## src/hdl/usbrx_pkg.sv

```systemverilog
// constants for the endpoint receive fifo access and register decode block
package usbrx_pkg;

	// upper address bits that select the register read, register write and fifo read pages
	localparam logic [1:0] USBRX_SEL_REG_RD  = 2'h3;
	localparam logic [1:0] USBRX_SEL_REG_WR  = 2'h1;
	localparam logic [1:0] USBRX_SEL_FIFO_RD = 2'h1;

	// register offsets within a page (address bits 5:0)
	localparam logic [5:0] OFS_EP0_RX_CONTROL = 6'h20;
	localparam logic [5:0] OFS_EP0_RX_TOGGLE  = 6'h21;
	localparam logic [5:0] OFS_EP0_RX_PAYLOAD = 6'h22;
	localparam logic [5:0] OFS_EP1_CONTROL    = 6'h24;
	localparam logic [5:0] OFS_EP1_TOGGLE     = 6'h25;
	localparam logic [5:0] OFS_EP1_PAYLOAD    = 6'h26;
	localparam logic [5:0] OFS_EP0_TX_CONTROL = 6'h30;
	localparam logic [5:0] OFS_EP0_TX_TOGGLE  = 6'h31;
	localparam logic [5:0] OFS_EP0_TX_PAYLOAD = 6'h32;
	localparam logic [5:0] OFS_EP0_STATE      = 6'h33;
	localparam logic [5:0] OFS_EP2_CONTROL    = 6'h34;
	localparam logic [5:0] OFS_EP2_TOGGLE     = 6'h35;
	localparam logic [5:0] OFS_EP2_PAYLOAD    = 6'h36;
	localparam logic [5:0] OFS_EP3_CONTROL    = 6'h38;
	localparam logic [5:0] OFS_EP3_TOGGLE     = 6'h39;
	localparam logic [5:0] OFS_EP3_PAYLOAD    = 6'h3A;
	localparam logic [5:0] OFS_PACKET_READY   = 6'h08;
	localparam logic [5:0] OFS_EP0_RX_FIFO    = 6'h00;
	localparam logic [5:0] OFS_EP1_RX_FIFO    = 6'h01;

	// number of software-writable storage registers
	localparam int USBRX_RW_SLOTS = 12;

	// field positions
	localparam int BIT_RDY_EP0      = 0;
	localparam int BIT_RDY_EP1      = 1;
	localparam int BIT_EP0_STALL    = 2;
	localparam int BIT_EP1_STALL    = 1;
	localparam int BIT_EP1_DIR_TX   = 7;

	// reset values, and the value read at unmapped offsets
	localparam logic [7:0]  RST_REG_VALUE = 8'h00;
	localparam logic [15:0] RST_DATA_OUT  = 16'h0000;
	localparam logic [7:0]  UNMAPPED_READ = 8'h00;

	// fifo depths
	localparam int EP0_RX_DEPTH = 8;
	localparam int EP1_RX_DEPTH = 64;

endpackage

```

## src/hdl/usbrx_top.sv

```systemverilog
// endpoint 0/1 receive fifos, their processor read path and endpoint register decode
`timescale 1ns/1ps

////////////////////////////////////////////////////////////////////////////////

module usbrx_fifo #(
	parameter int DEPTH = 8
) (
	input  wire logic       clk,       // block clock
	input  wire logic       rst_b,     // async reset, active low
	input  wire logic       flush,     // empty the fifo
	input  wire logic       wr_valid,  // one byte from the packet engine
	input  wire logic [7:0] wr_data,   // byte to store
	input  wire logic       pop1,      // take one byte
	input  wire logic       pop2,      // take two bytes
	output logic      [7:0] rd_lo,     // byte at the read pointer
	output logic      [7:0] rd_hi,     // byte after it, 00 if none
	output logic            has_one,   // at least one byte stored
	output logic            has_two    // at least two bytes stored
);
	// rd_lo feeds byte reads and rd_hi the upper half of a dma word;
	// depth is a parameter so one body serves the 8-byte control fifo
	// and the 64-byte bulk fifo; the pointers never wrap, so a new packet
	// must follow a flush, which the engine's token and setup pulses give
	localparam int PW = $clog2(DEPTH + 1);

	logic [7:0]    mem [0:DEPTH-1];
	logic [PW-1:0] wcnt_ff;
	logic [PW-1:0] rcnt_ff;
	logic [PW-1:0] rnext;

	// pointers count bytes; no wrap since the write count stops at the depth
	assign rnext   = PW'(rcnt_ff + 1'b1);
	assign has_one = rcnt_ff < wcnt_ff;
	assign has_two = rnext < wcnt_ff;
	assign rd_lo   = has_one ? mem[rcnt_ff[PW-1:0] % DEPTH] : 8'h00;
	assign rd_hi   = has_two ? mem[rnext % DEPTH] : 8'h00;

	// storage is not reset: contents after any reset are undefined
	always_ff @(posedge clk) begin
		if (wr_valid && !flush && (wcnt_ff < PW'(DEPTH))) begin
			mem[wcnt_ff % DEPTH] <= wr_data;
		end
	end

	// write side; a flush empties it, bytes past the depth are dropped
	always_ff @(posedge clk or negedge rst_b) begin
		if (!rst_b) begin
			wcnt_ff <= '0;
		end else if (flush) begin
			wcnt_ff <= '0;
		end else if (wr_valid && (wcnt_ff < PW'(DEPTH))) begin
			wcnt_ff <= PW'(wcnt_ff + 1'b1);
		end
	end

	// read side steps one or two bytes per access, never past the stored end
	always_ff @(posedge clk or negedge rst_b) begin
		if (!rst_b) begin
			rcnt_ff <= '0;
		end else if (flush) begin
			rcnt_ff <= '0;
		end else if (pop2 && has_two) begin
			rcnt_ff <= PW'(rcnt_ff + 2'd2);
		end else if ((pop1 || pop2) && has_one) begin
			rcnt_ff <= rnext;
		end
	end
endmodule

////////////////////////////////////////////////////////////////////////////////

module usbrx_top
	import usbrx_pkg::*;
#(
	parameter int EP0_DEPTH = usbrx_pkg::EP0_RX_DEPTH,
	parameter int EP1_DEPTH = usbrx_pkg::EP1_RX_DEPTH
) (
	input  wire logic        CLK,            // 100 MHz block clock
	input  wire logic        RST_B,          // async hardware reset, active low
	input  wire logic        CS_B,           // chip select, active low
	input  wire logic        RD_B,           // read strobe, active low
	input  wire logic        WR_B,           // write strobe, active low
	input  wire logic        DACK_B,         // dma acknowledge, active low
	input  wire logic [7:0]  A,              // full address A7:A0
	input  wire logic [15:0] D_IN,           // data bus as seen on the pins
	output logic      [15:0] D_OUT,          // data driven onto the bus
	output logic             D_OE_B,         // bus driven while low
	input  wire logic        RX_VALID,       // one received byte
	input  wire logic        RX_EP,          // endpoint of the byte, 0 or 1
	input  wire logic [7:0]  RX_DATA,        // received byte
	input  wire logic        RX_DONE,        // end of a data packet
	input  wire logic        RX_ERR,         // packet ended in error, with RX_DONE
	input  wire logic        SETUP_SEEN,     // setup packet arrived for ep0
	input  wire logic        OUT_TOKEN_EP1,  // out token for ep1
	input  wire logic        USB_BUS_RESET,  // usb bus reset pulse
	input  wire logic [7:0]  EP0_RX_CTRL_IN, // engine state for ep0 rx control
	input  wire logic [7:0]  EP0_RX_TGL_IN,  // engine state for ep0 rx toggle
	input  wire logic [7:0]  EP0_TX_CTRL_IN, // engine state for ep0 tx control
	input  wire logic [7:0]  EP0_TX_TGL_IN,  // engine state for ep0 tx toggle
	output logic      [1:0]  PKT_RDY,        // receive packet ready flags ep1:ep0
	output logic             EP0_STALL,      // ep0 stall bit
	output logic             EP1_STALL,      // ep1 stall bit
	output logic             EP1_DIR_TX      // ep1 set for transmit
);
	import usbrx_pkg::*;

	// maps a writable register offset to its storage slot, 4'hF if none
	function automatic logic [3:0] rw_slot(input logic [5:0] ofs);
		logic [3:0] s;
		s = 4'hF;
		unique case (ofs)
			OFS_EP0_RX_PAYLOAD: s = 4'h0;
			OFS_EP1_CONTROL:    s = 4'h1;
			OFS_EP1_TOGGLE:     s = 4'h2;
			OFS_EP1_PAYLOAD:    s = 4'h3;
			OFS_EP0_TX_PAYLOAD: s = 4'h4;
			OFS_EP0_STATE:      s = 4'h5;
			OFS_EP2_CONTROL:    s = 4'h6;
			OFS_EP2_TOGGLE:     s = 4'h7;
			OFS_EP2_PAYLOAD:    s = 4'h8;
			OFS_EP3_CONTROL:    s = 4'h9;
			OFS_EP3_TOGGLE:     s = 4'hA;
			OFS_EP3_PAYLOAD:    s = 4'hB;
			default:            s = 4'hF;
		endcase
		return s;
	endfunction

	// slots whose bits leave the block as pins or steer the fifos;
	// the slot numbers are private to this module, only the offsets
	// are visible to software, so they may be shuffled freely
	// as long as rw_slot above is changed with them
	localparam logic [3:0] SLOT_EP1_CONTROL = 4'h1;
	localparam logic [3:0] SLOT_EP0_STATE   = 4'h5;

	logic [7:0]  rw_ff [0:USBRX_RW_SLOTS-1];
	logic        rd_prev_ff;
	logic        wr_prev_ff;
	logic [1:0]  rdy_ff;
	logic [15:0] d_out_ff;
	logic        d_oe_b_ff;

	logic        rd_evt;
	logic        wr_evt;
	logic        dma_evt;
	logic        reg_rd;
	logic        reg_wr;
	logic [3:0]  wslot;
	logic        ep1_tx;
	logic        ep1_blocked;
	logic        pop0;
	logic        pop1_one;
	logic        pop1_two;
	logic        set0;
	logic        set1;
	logic        rel0;
	logic        rel1;
	logic        stall0_off;
	logic        stall1_off;
	logic        flush0;
	logic        flush1;
	logic        err0;
	logic        err1;
	logic [7:0]  f0_lo;
	logic [7:0]  f1_lo;
	logic [7:0]  f1_hi;
	logic [7:0]  reg_data;
	logic [15:0] nxt_d_out;

	////////////////////////////////////////////////////////////////////////

	// strobe edges: pins are synchronous, so one access is one falling edge
	// a strobe held low over many cycles still pops only once, which is
	// what lets a slow processor stretch its read without losing bytes
	always_ff @(posedge CLK or negedge RST_B) begin
		if (!RST_B) begin
			rd_prev_ff <= 1'b1;
			wr_prev_ff <= 1'b1;
		end else begin
			rd_prev_ff <= RD_B;
			wr_prev_ff <= WR_B;
		end
	end

	// a dma acknowledge turns the read into an ep1 fifo word read at 41h
	assign dma_evt = !DACK_B && !RD_B && rd_prev_ff;
	assign rd_evt  = DACK_B && !CS_B && !RD_B && rd_prev_ff;
	assign wr_evt  = !CS_B && !WR_B && wr_prev_ff;
	assign reg_rd  = rd_evt && (A[7:6] == USBRX_SEL_REG_RD);
	assign reg_wr  = wr_evt && (A[7:6] == USBRX_SEL_REG_WR);
	assign wslot   = reg_wr ? rw_slot(A[5:0]) : 4'hF;
	assign ep1_tx  = rw_ff[SLOT_EP1_CONTROL][BIT_EP1_DIR_TX];

	// fifo pops; ep1 accesses are dropped whole while it transmits
	assign pop0     = rd_evt && (A[7:6] == USBRX_SEL_FIFO_RD)
		&& (A[5:0] == OFS_EP0_RX_FIFO);
	assign pop1_one = rd_evt && (A[7:6] == USBRX_SEL_FIFO_RD)
		&& (A[5:0] == OFS_EP1_RX_FIFO) && !ep1_tx;
	assign pop1_two = dma_evt && (A == {USBRX_SEL_FIFO_RD, OFS_EP1_RX_FIFO}) && !ep1_tx;

	// an ep1 fifo access while transmitting leaves the fifo and read data alone
	assign ep1_blocked = ep1_tx && (A == {USBRX_SEL_FIFO_RD, OFS_EP1_RX_FIFO});

	////////////////////////////////////////////////////////////////////////

	// packet ready set and release; a set in the same cycle beats the release
	// trade-off: a release racing a new packet end keeps the new packet,
	// so software sees the flag again rather than losing data silently
	assign err0 = RX_DONE && RX_ERR && !RX_EP;
	assign err1 = RX_DONE && RX_ERR && RX_EP;
	assign set0 = RX_DONE && !RX_ERR && !RX_EP;
	assign set1 = RX_DONE && !RX_ERR && RX_EP;
	assign rel0 = reg_wr && (A[5:0] == OFS_PACKET_READY) && D_IN[BIT_RDY_EP0] && !set0;
	assign rel1 = reg_wr && (A[5:0] == OFS_PACKET_READY) && D_IN[BIT_RDY_EP1] && !set1;

	// stall removal means any write that leaves the stall bit at 0
	assign stall0_off = (wslot == SLOT_EP0_STATE) && !D_IN[BIT_EP0_STALL];
	assign stall1_off = (wslot == SLOT_EP1_CONTROL) && !D_IN[BIT_EP1_STALL];

	// a bad packet is thrown away so its partial data is never offered
	assign flush0 = rel0 || SETUP_SEEN || stall0_off || err0 || USB_BUS_RESET;
	assign flush1 = rel1 || OUT_TOKEN_EP1 || stall1_off || err1 || USB_BUS_RESET;

	always_ff @(posedge CLK or negedge RST_B) begin
		if (!RST_B) begin
			rdy_ff <= 2'h0;
		end else begin
			if (set0) begin
				rdy_ff[BIT_RDY_EP0] <= 1'b1;
			end else if (rel0 || SETUP_SEEN || stall0_off || USB_BUS_RESET) begin
				rdy_ff[BIT_RDY_EP0] <= 1'b0;
			end
			if (set1) begin
				rdy_ff[BIT_RDY_EP1] <= 1'b1;
			end else if (rel1 || OUT_TOKEN_EP1 || stall1_off || USB_BUS_RESET) begin
				rdy_ff[BIT_RDY_EP1] <= 1'b0;
			end
		end
	end

	////////////////////////////////////////////////////////////////////////

	// the two receive fifos; bytes route by endpoint from the engine
	usbrx_fifo #(
		.DEPTH(EP0_DEPTH)
	) u_ep0 (
		.clk     (CLK),
		.rst_b   (RST_B),
		.flush   (flush0),
		.wr_valid(RX_VALID && !RX_EP),
		.wr_data (RX_DATA),
		.pop1    (pop0),
		.pop2    (1'b0),
		.rd_lo   (f0_lo),
		.rd_hi   (),
		.has_one (),
		.has_two ()
	);

	usbrx_fifo #(
		.DEPTH(EP1_DEPTH)
	) u_ep1 (
		.clk     (CLK),
		.rst_b   (RST_B),
		.flush   (flush1),
		.wr_valid(RX_VALID && RX_EP),
		.wr_data (RX_DATA),
		.pop1    (pop1_one),
		.pop2    (pop1_two),
		.rd_lo   (f1_lo),
		.rd_hi   (f1_hi),
		.has_one (),
		.has_two ()
	);

	////////////////////////////////////////////////////////////////////////

	// writable endpoint registers; read-only offsets have no slot at all
	always_ff @(posedge CLK or negedge RST_B) begin
		if (!RST_B) begin
			for (int i = 0; i < USBRX_RW_SLOTS; i++) begin
				rw_ff[i] <= RST_REG_VALUE;
			end
		end else if (wslot != 4'hF) begin
			rw_ff[wslot] <= D_IN[7:0];
		end
	end

	// register read mux; reserved and unknown offsets read as zero
	// the page bits are checked by the caller, not here
	always_comb begin
		reg_data = UNMAPPED_READ;
		unique case (A[5:0])
			OFS_EP0_RX_CONTROL: reg_data = EP0_RX_CTRL_IN;
			OFS_EP0_RX_TOGGLE:  reg_data = EP0_RX_TGL_IN;
			OFS_EP0_TX_CONTROL: reg_data = EP0_TX_CTRL_IN;
			OFS_EP0_TX_TOGGLE:  reg_data = EP0_TX_TGL_IN;
			OFS_PACKET_READY:   reg_data = {6'h00, rdy_ff};
			default: begin
				if (rw_slot(A[5:0]) != 4'hF) begin
					reg_data = rw_ff[rw_slot(A[5:0])];
				end
			end
		endcase
	end

	// data held between accesses; the byte is captured on the strobe edge
	// an ignored ep1 access keeps the last value, so a stray read during
	// transmit neither pops a byte nor shows a fake one
	always_comb begin
		nxt_d_out = d_out_ff;
		if (pop1_two) begin
			nxt_d_out = {f1_hi, f1_lo};
		end else if (pop0) begin
			nxt_d_out = {8'h00, f0_lo};
		end else if (pop1_one) begin
			nxt_d_out = {8'h00, f1_lo};
		end else if (reg_rd) begin
			nxt_d_out = {8'h00, reg_data};
		end else if ((rd_evt || dma_evt) && !ep1_blocked) begin
			nxt_d_out = {8'h00, UNMAPPED_READ};
		end
	end

	always_ff @(posedge CLK or negedge RST_B) begin
		if (!RST_B) begin
			d_out_ff  <= RST_DATA_OUT;
			d_oe_b_ff <= 1'b1;
		end else begin
			d_out_ff  <= nxt_d_out;
			// an ignored ep1 access still drives nothing harmful: last value
			d_oe_b_ff <= !(!RD_B && (!CS_B || !DACK_B));
		end
	end

	////////////////////////////////////////////////////////////////////////

	// outputs, all straight from flip-flops
	// keeping them registered hides the decode glitches from the pins
	assign D_OUT      = d_out_ff;
	assign D_OE_B     = d_oe_b_ff;
	assign PKT_RDY    = rdy_ff;
	assign EP0_STALL  = rw_ff[SLOT_EP0_STATE][BIT_EP0_STALL];
	assign EP1_STALL  = rw_ff[SLOT_EP1_CONTROL][BIT_EP1_STALL];
	assign EP1_DIR_TX = ep1_tx;
endmodule

```

## config.mk

```make
export PLATFORM = sky130hd
export DESIGN_NAME = usbrx_top
export DESIGN_NICKNAME = d
export VERILOG_FILES = /design/src/hdl/usbrx_pkg.sv /design/src/hdl/usbrx_top.sv
export SDC_FILE = /design/constraint.sdc
export NUM_CORES = 1
export LEC_CHECK = 0
export ABC_AREA = 1
export BUFFER_PORTS_ARGS = -buffer_cell sky130_fd_sc_hd__clkbuf_2
export CAP_MARGIN = 0
export CORE_UTILIZATION = 45
export CTS_BUF_LIST = sky130_fd_sc_hd__clkbuf_8
export DETAILED_ROUTE_END_ITERATION = 8
export SLEW_MARGIN = 20
export SYNTH_ARGS = -nofsm -noshare
export SYNTH_HDL_FRONTEND = slang
export SYNTH_SLANG_ARGS = --single-unit
```

## constraint.sdc

```tcl
create_clock -name CLK -period 4.4 [get_ports CLK]
set_input_delay 0.22 -clock CLK [delete_from_list [all_inputs] [get_ports CLK]]
set_output_delay 0.22 -clock CLK [all_outputs]
set_load 0.01 [all_outputs]
```

-- After elaboration in Yosys (flattened, before gate mapping)
Memories as Yosys holds them, arrays and structs flattened.
Cells that the tools add are included.
Widths: inputs -> output; s select.
- memories: 2
- bits of input ports: 77
- bits in registers: 139
- logic and storage cells: 182
- bits in writable memories: 576
- $add $sub $neg: 5
- equal/unequal tests: 25
- mux-type cells: 38
- reductions and logical operators: 80
- order comparisons: 8
- bitwise logic cells: 2
- memories (memory ; words ; bits a word ; rd ports ; clocked after Yosys merged registers in ; write ports ; line ; source):
    u_ep1.mem ; 64 ; 8 ; 2 ; 0 ; 1 ; usbrx_top.sv:27 ; logic [7:0] mem [0:DEPTH-1];
    u_ep0.mem ; 8 ; 8 ; 1 ; 0 ; 1 ; usbrx_top.sv:27 ;
- operators by type and width (kind ; count):
    $bwmux 96 ; 1
    $eq 6x6->1 const B ; 16
    $mux 16 ; 5
    $mux 8 ; 7
    $pmux 4 s12 ; 1
    $logic_and 1x1->1 ; 43
    $pmux 8 s5 ; 1
    $mux 7 ; 5
    $bmux 8 s4 ; 1
    $demux 8 s4 ; 1
    $mux 4 ; 8
    $logic_not 1->1 ; 15
    $add 7x1->7 const B ; 2
    $lt 7x7->1 ; 2
    $logic_or 1x1->1 ; 13
    $ge 5x5->1 const B ; 2
    $not 4->5 ; 2
    $reduce_bool 2->1 ; 5
    $add 4x1->4 const B ; 2
    $eq 8x7->1 const B ; 1
    $mux 1 ; 8
    $ne 4x4->1 const B ; 2
    $add 7x2->7 const B ; 1
    $lt 7x7->1 const B ; 1
    13 further kinds ; 13

-- Depth between registers and ports, before layout
- depth after elaboration: 16
- gate-level depth with buffers: 19

-- By module
Synthesis repeated with hierarchy kept, for this count alone.
- cell total of the unflattened synthesis: 4625
- area, all modules: 38106.5 µm²
- modules (own cells, without submodules) (module ; times used ; cells an instance ; area each (µm²) ; sequential area each (µm²)):
    usbrx_fifo (u_ep1) ; 1 ; 3368 ; 27966.8 ; 15725.1
    usbrx_top ; 1 ; 846 ; 6333.6 ; 2931.6
    usbrx_fifo (u_ep0) ; 1 ; 411 ; 3806.2 ; 2122.0

-- Least setup slack after synthesis
No wires, ideal clock.
- path kind: register to register
- start: reg u_ep1.rcnt_ff[1]
- end: reg u_ep1.rcnt_ff[2]
- cell stages (with the launch flop): 20
- path slack: 1316 ps
- data arrival time: 2947 ps
- clock period less this slack: 3084 ps
- path through: dfrtp_1 ha_1 nand2_1 inv_1 nand2_1 nor2_1 xor2_1 inv_1 ha_1 nand2_1 nor2_1 nand2_1 o2111ai_1 nor4_1 clkbuf_1 nand2_1 o21ai_0 nor2_1 nand2_1 o21ai_0
- word-level cells in the longest chain between the ends: 5
- elaborated cells on any way between the ends: 10
- ends and longest elaborated chain (element ; line ; source):
    start, declared ; usbrx_top.sv:29 ; logic [PW-1:0] rcnt_ff;
    start signal, assigned ; usbrx_top.sv:64 ; rcnt_ff <= PW'(rcnt_ff + 2'd2);
    start signal, assigned ; usbrx_top.sv:66 ; rcnt_ff <= rnext;
    $add 7x1->7 ; usbrx_top.sv:33 ; assign rnext = PW'(rcnt_ff + 1'b1);
    $lt 7x7->1 ; usbrx_top.sv:35 ; assign has_two = rnext < wcnt_ff;
    $logic_and 1x1->1 ; usbrx_top.sv:63 ; end else if (pop2 && has_two) begin
    $mux 7 ; usbrx_top.sv:63 ;
    $mux 7 ; usbrx_top.sv:61 ; end else if (flush) begin
Several ways; a longest one is shown, not always the timed one. The select of a mux whose other input is x is not followed.
A chain may end at the register's enable or synchronous reset.

-- Worst setup path after layout
- start: reg u_ep1.rcnt_ff[2]
- end: reg u_ep1.rcnt_ff[4]
Same word-level chain as after synthesis.

==> out/results.ini <==
[clock_network]
clk_root_buffer_cell = clkbuf_8
cts_buffers = 131
cts_buffer_depth = 3
cts_resized = 0
cts_sinks = 715
clk_pin_slew_worst_paths_ns = 0.06
cts_tree = built
clock_latency_ns = 0.79
htreeDepth = 4

[detailed_routing]
wl_um = 110000
first_pass_iters = 8
drc = 0
ant_nets = 0
vias = 29500
routed_via_density = 5.71
drt_iter0_drc = 3169
wl_per_cell_um = 21.3

[hold_path]
holdCritPathClass = in -> async

[timing]
drv_slew = 0
tns_ns = 0
rsz0062_at_grt = false
worst_slew_pin_slew_ns = 1.14
fmax_mhz = 274
fin_skew_ns = 0.0464
hold_violations = 0
max_slew_margin_pct = 24.0
fin_crit_sh_pct = 83.0
setup_viol = 0
fin_crit_ns = 3.65

[logic_synthesis]
ys.flop_type = edfxtp_1
netlist.area_leader.share_pct = 48.0
avgSynthCellArea_um2 = 9.10
synth_edf_count = 576
yosysSeqAreaShare_pct = 57.7
ys_ff_latch = 715
synth_largest_area_cell = edfxtp_1
netlist_instances = 3962
syn_area_um2 = 36000
async_flop_share_pct = 19.4
synthTopCellsByArea = edfxtp_1 48%, dfrtp_1 9.4%, o21ai_0 8.3%, nand2_1 7.6%, nand3_1 6.2%
synth_warnings = 0
synth_nets = 4059
ys_types = 55

[flow_run]
cap_violations = 0

[worst_setup_path]
startpoint = u_ep1.rcnt_ff[2]
cp.required_ns = 5.03
worstPathArrival_ns = 4.29
rr_worst_depth = 17
reg2reg_from = u_ep1.rcnt_ff[2]
path_class = reg -> reg
worstSetupEndpoint = u_ep1.rcnt_ff[4]
cp-start-kind = flop
reg2reg_to = u_ep1.rcnt_ff[4]
cp_max_fo = 38
end_kind = flop
r2r_slack_ns = 0.75

[place]
portBuffers = 90
dp_cells = 4898
dp_hpwl_um = 67300
place_congestion = 0.895

[power_and_ir_drop]
switching_share_pct = 23.4
peakVddDrop_mv = 0.260
p_comb_share_pct = 3.3
switchingPower_w = 0.00319
seq_power_share_pct = 53.9
p_clk_share_pct = 42.8
power.leakage_nw = 15.4
p_int_w = 0.0105
power_density_nw_per_um2 = 341

[die]
die_area_um2 = 81200
initial_core_util_pct = 45.5
core_area_um2 = 79100
rows = 103
ios = 99
die_w_um = 285
die_h_um = 285

[layout]
stdcell_count = 5162
synthToLayoutAreaGrowth_pct = 11.2
drive_above_1_share_pct = 8.95
fillCellCount = 7454
final_util_pct = 50.6
layout.nets = 4114

[global_route]
grt_pass1_wl_um = 163000
gr-total-overflow = 0
grt_max_degree = 232
grt_pass1_vias = 27200
grt_usage_pct = 26.7
antenna_found_initial = 3

[run_status]
outcome = finished, final reports clean

[synthesized netlist by cell type, types with 2 or more instances]
cell and instances:
buf_1 18, xor2_1 13, nand2_4 8, nand4_1 15
o21ai_0 596, a21oi_1 331, o2111ai_1 13, nand3_2 3
nand2_2 4, nor4_1 2, o211ai_1 77, nor3_1 18
ha_1 20, buf_4 3, dfstp_2 3, a221o_1 3
a41oi_1 6, o22ai_1 8, inv_1 362, inv_2 9
a211oi_1 30, a22oi_1 4, a21o_1 2, a32o_1 14
a31oi_1 3, clkbuf_1 186, o21ai_1 4, nor2_2 2
nor2_1 221, nand3b_1 10, buf_2 65, edfxtp_1 576
dfrtp_1 136, nand3_1 444, nand2_1 726, clkinv_1 5
mux2i_1 4
[logic make-up (layout without fill, tap and decap cells)]
logic type,Yosys count,in the layout,share of synthesized area [%]
adders and majority gates,20,20,0.694
muxes,4,4,0.111
and+or+nand+nor,1459,1459,17.5
AOI/OAI and AO/OA,1101,1101,16.7
xor gates and xnor gates,14,14,0.361
buffers and inverters,649,798,7.04
other,0,1,0
DFF,715,715,57.7
[repair_timing]
action / 4_1_cts / 5_1_grt
setup buffers: 0 / 0
hold buffers: 36 / 0
hold endpoints to repair: 226 / 0
[flip-flops by register name (all words and copies together), names as in the netlist]
| signal | count |
|---|---|
| D_OE_B | 1 |
| D_OUT | 16 |
| EP0_STALL | 1 |
| EP1_DIR_TX | 1 |
| EP1_STALL | 1 |
| PKT_RDY | 2 |
| rd_prev_ff | 1 |
| rw_ff | 93 |
| u_ep0.mem | 64 |
| u_ep0.rcnt_ff | 4 |
| u_ep0.wcnt_ff | 4 |
| u_ep1.mem | 512 |
| u_ep1.rcnt_ff | 7 |
| u_ep1.wcnt_ff | 7 |
| wr_prev_ff | 1 |
[worst min path at each step]
| stage | endpoint | startpoint | slack (ns) | cells after the start |
|---|---|---|---|---|
| 2_1_floorplan | D_OUT[0] | RST_B | -0.08 | 0 |
| 3_3_place_gp | D_OUT[8] | RST_B | 0.30 | 1 |
| 3_5_place_dp | D_OUT[8] | RST_B | 0.30 | 1 |
| 4_1_cts | u_ep0.rcnt_ff[1] | SETUP_SEEN | 0.002 | 6 |
| 5_1_grt | u_ep1.mem[58][0] | RX_DATA[0] | 0.03 | 1 |
| 6_report | D_OUT[11] | RST_B | 0.04 | 2 |
[critical path, stage by stage, from the launching register on]
cell     delay (ns)
dfrtp_2        0.36
buf_4          0.61
nand2_1        0.18
inv_1          0.27
nand2_1        0.14
xor2_1         0.19
inv_1          0.08
ha_1           0.32
nand3_1        0.10
nand3_1        0.07
nand2_1        0.06
nand2_1        0.05
nand2_1        0.07
nand3_1        0.42
o21ai_0        0.38
inv_1          0.07
nand2_1        0.06
o21ai_0        0.07
[final cells by class]
class	instances	area (µm²)	share of cell area (%)
antenna	1	2.50	0.00625
sequential	715	20800	51.9
inverter	376	1420	3.54
multi-input combinational	2598	12800	31.9
timing repair buffer	195	1440	3.58
clock buffer	137	1890	4.71
tap	1050	1310	3.28
clock inverter	90	458	1.14
[routing by layer]
metal / track usage (%) / part of all wire, %
met3: 5.10 / 8.1
met5: 0 / 0.012
met4: 10.6 / 3.5
met2: 42.5 / 46
met1: 36.1 / 42
[through the flow]
stage | cell area, µm² | total power (W) | hold slack [ns] | worst slack, ns
after floorplan | 36000 | 0.00767 | -0.0756 | 1.32
after global placement | 37400 | 0.00791 | 0.295 | 0.845
after detailed placement | 37400 | 0.00791 | 0.299 | 0.829
after CTS | 40100 | 0.0137 | 0.00158 | 0.751
after global routing | 40100 | 0.0141 | 0.0289 | 0.597
final | 40100 | 0.0136 | 0.0353 | 0.747
[power by group through the flow]
| stage | Clock, W | Sequential (W) | Combinational (W) |
|---|---|---|---|
| CTS | 0.00594 | 0.00736 | 0.000446 |
| global placement | 0 | 0.00749 | 0.000420 |
| detailed placement | 0 | 0.00749 | 0.000422 |
| floorplan | 0 | 0.00749 | 0.000180 |
| finish | 0.00584 | 0.00736 | 0.000444 |
| global route | 0.00626 | 0.00735 | 0.000489 |
[cells in the final DEF (no fill, tap or decap), types with 4 or more instances in the layout]
| cell type | instances |
|---|---|
| a211oi_1 | 30 |
| buf_4 | 61 |
| a22oi_1 | 4 |
| o22ai_1 | 7 |
| clkinv_1 | 32 |
| edfxtp_1 | 576 |
| nor2_1 | 219 |
| dlygate4sd3_1 | 36 |
| dfrtp_1 | 133 |
| buf_2 | 8 |
| ha_1 | 19 |
| clkinvlp_4 | 6 |
| nand3_1 | 444 |
| nand4_1 | 15 |
| buf_12 | 8 |
| o211ai_1 | 77 |
| o21ai_1 | 4 |
| inv_1 | 399 |
| nand3b_1 | 10 |
| nor3_1 | 18 |
| inv_2 | 9 |
| clkbuf_8 | 137 |
| mux2i_1 | 4 |
| clkbuf_2 | 81 |
| xor2_1 | 13 |
| a41oi_1 | 6 |
| clkinv_2 | 12 |
| a32o_1 | 14 |
| nand2_4 | 8 |
| a21oi_1 | 331 |
| nand2_2 | 4 |
| o2111ai_1 | 13 |
| nor2_2 | 4 |
| nand2_1 | 726 |
| o21ai_0 | 596 |
No activity file was read; power rests on OpenSTA's default activity.
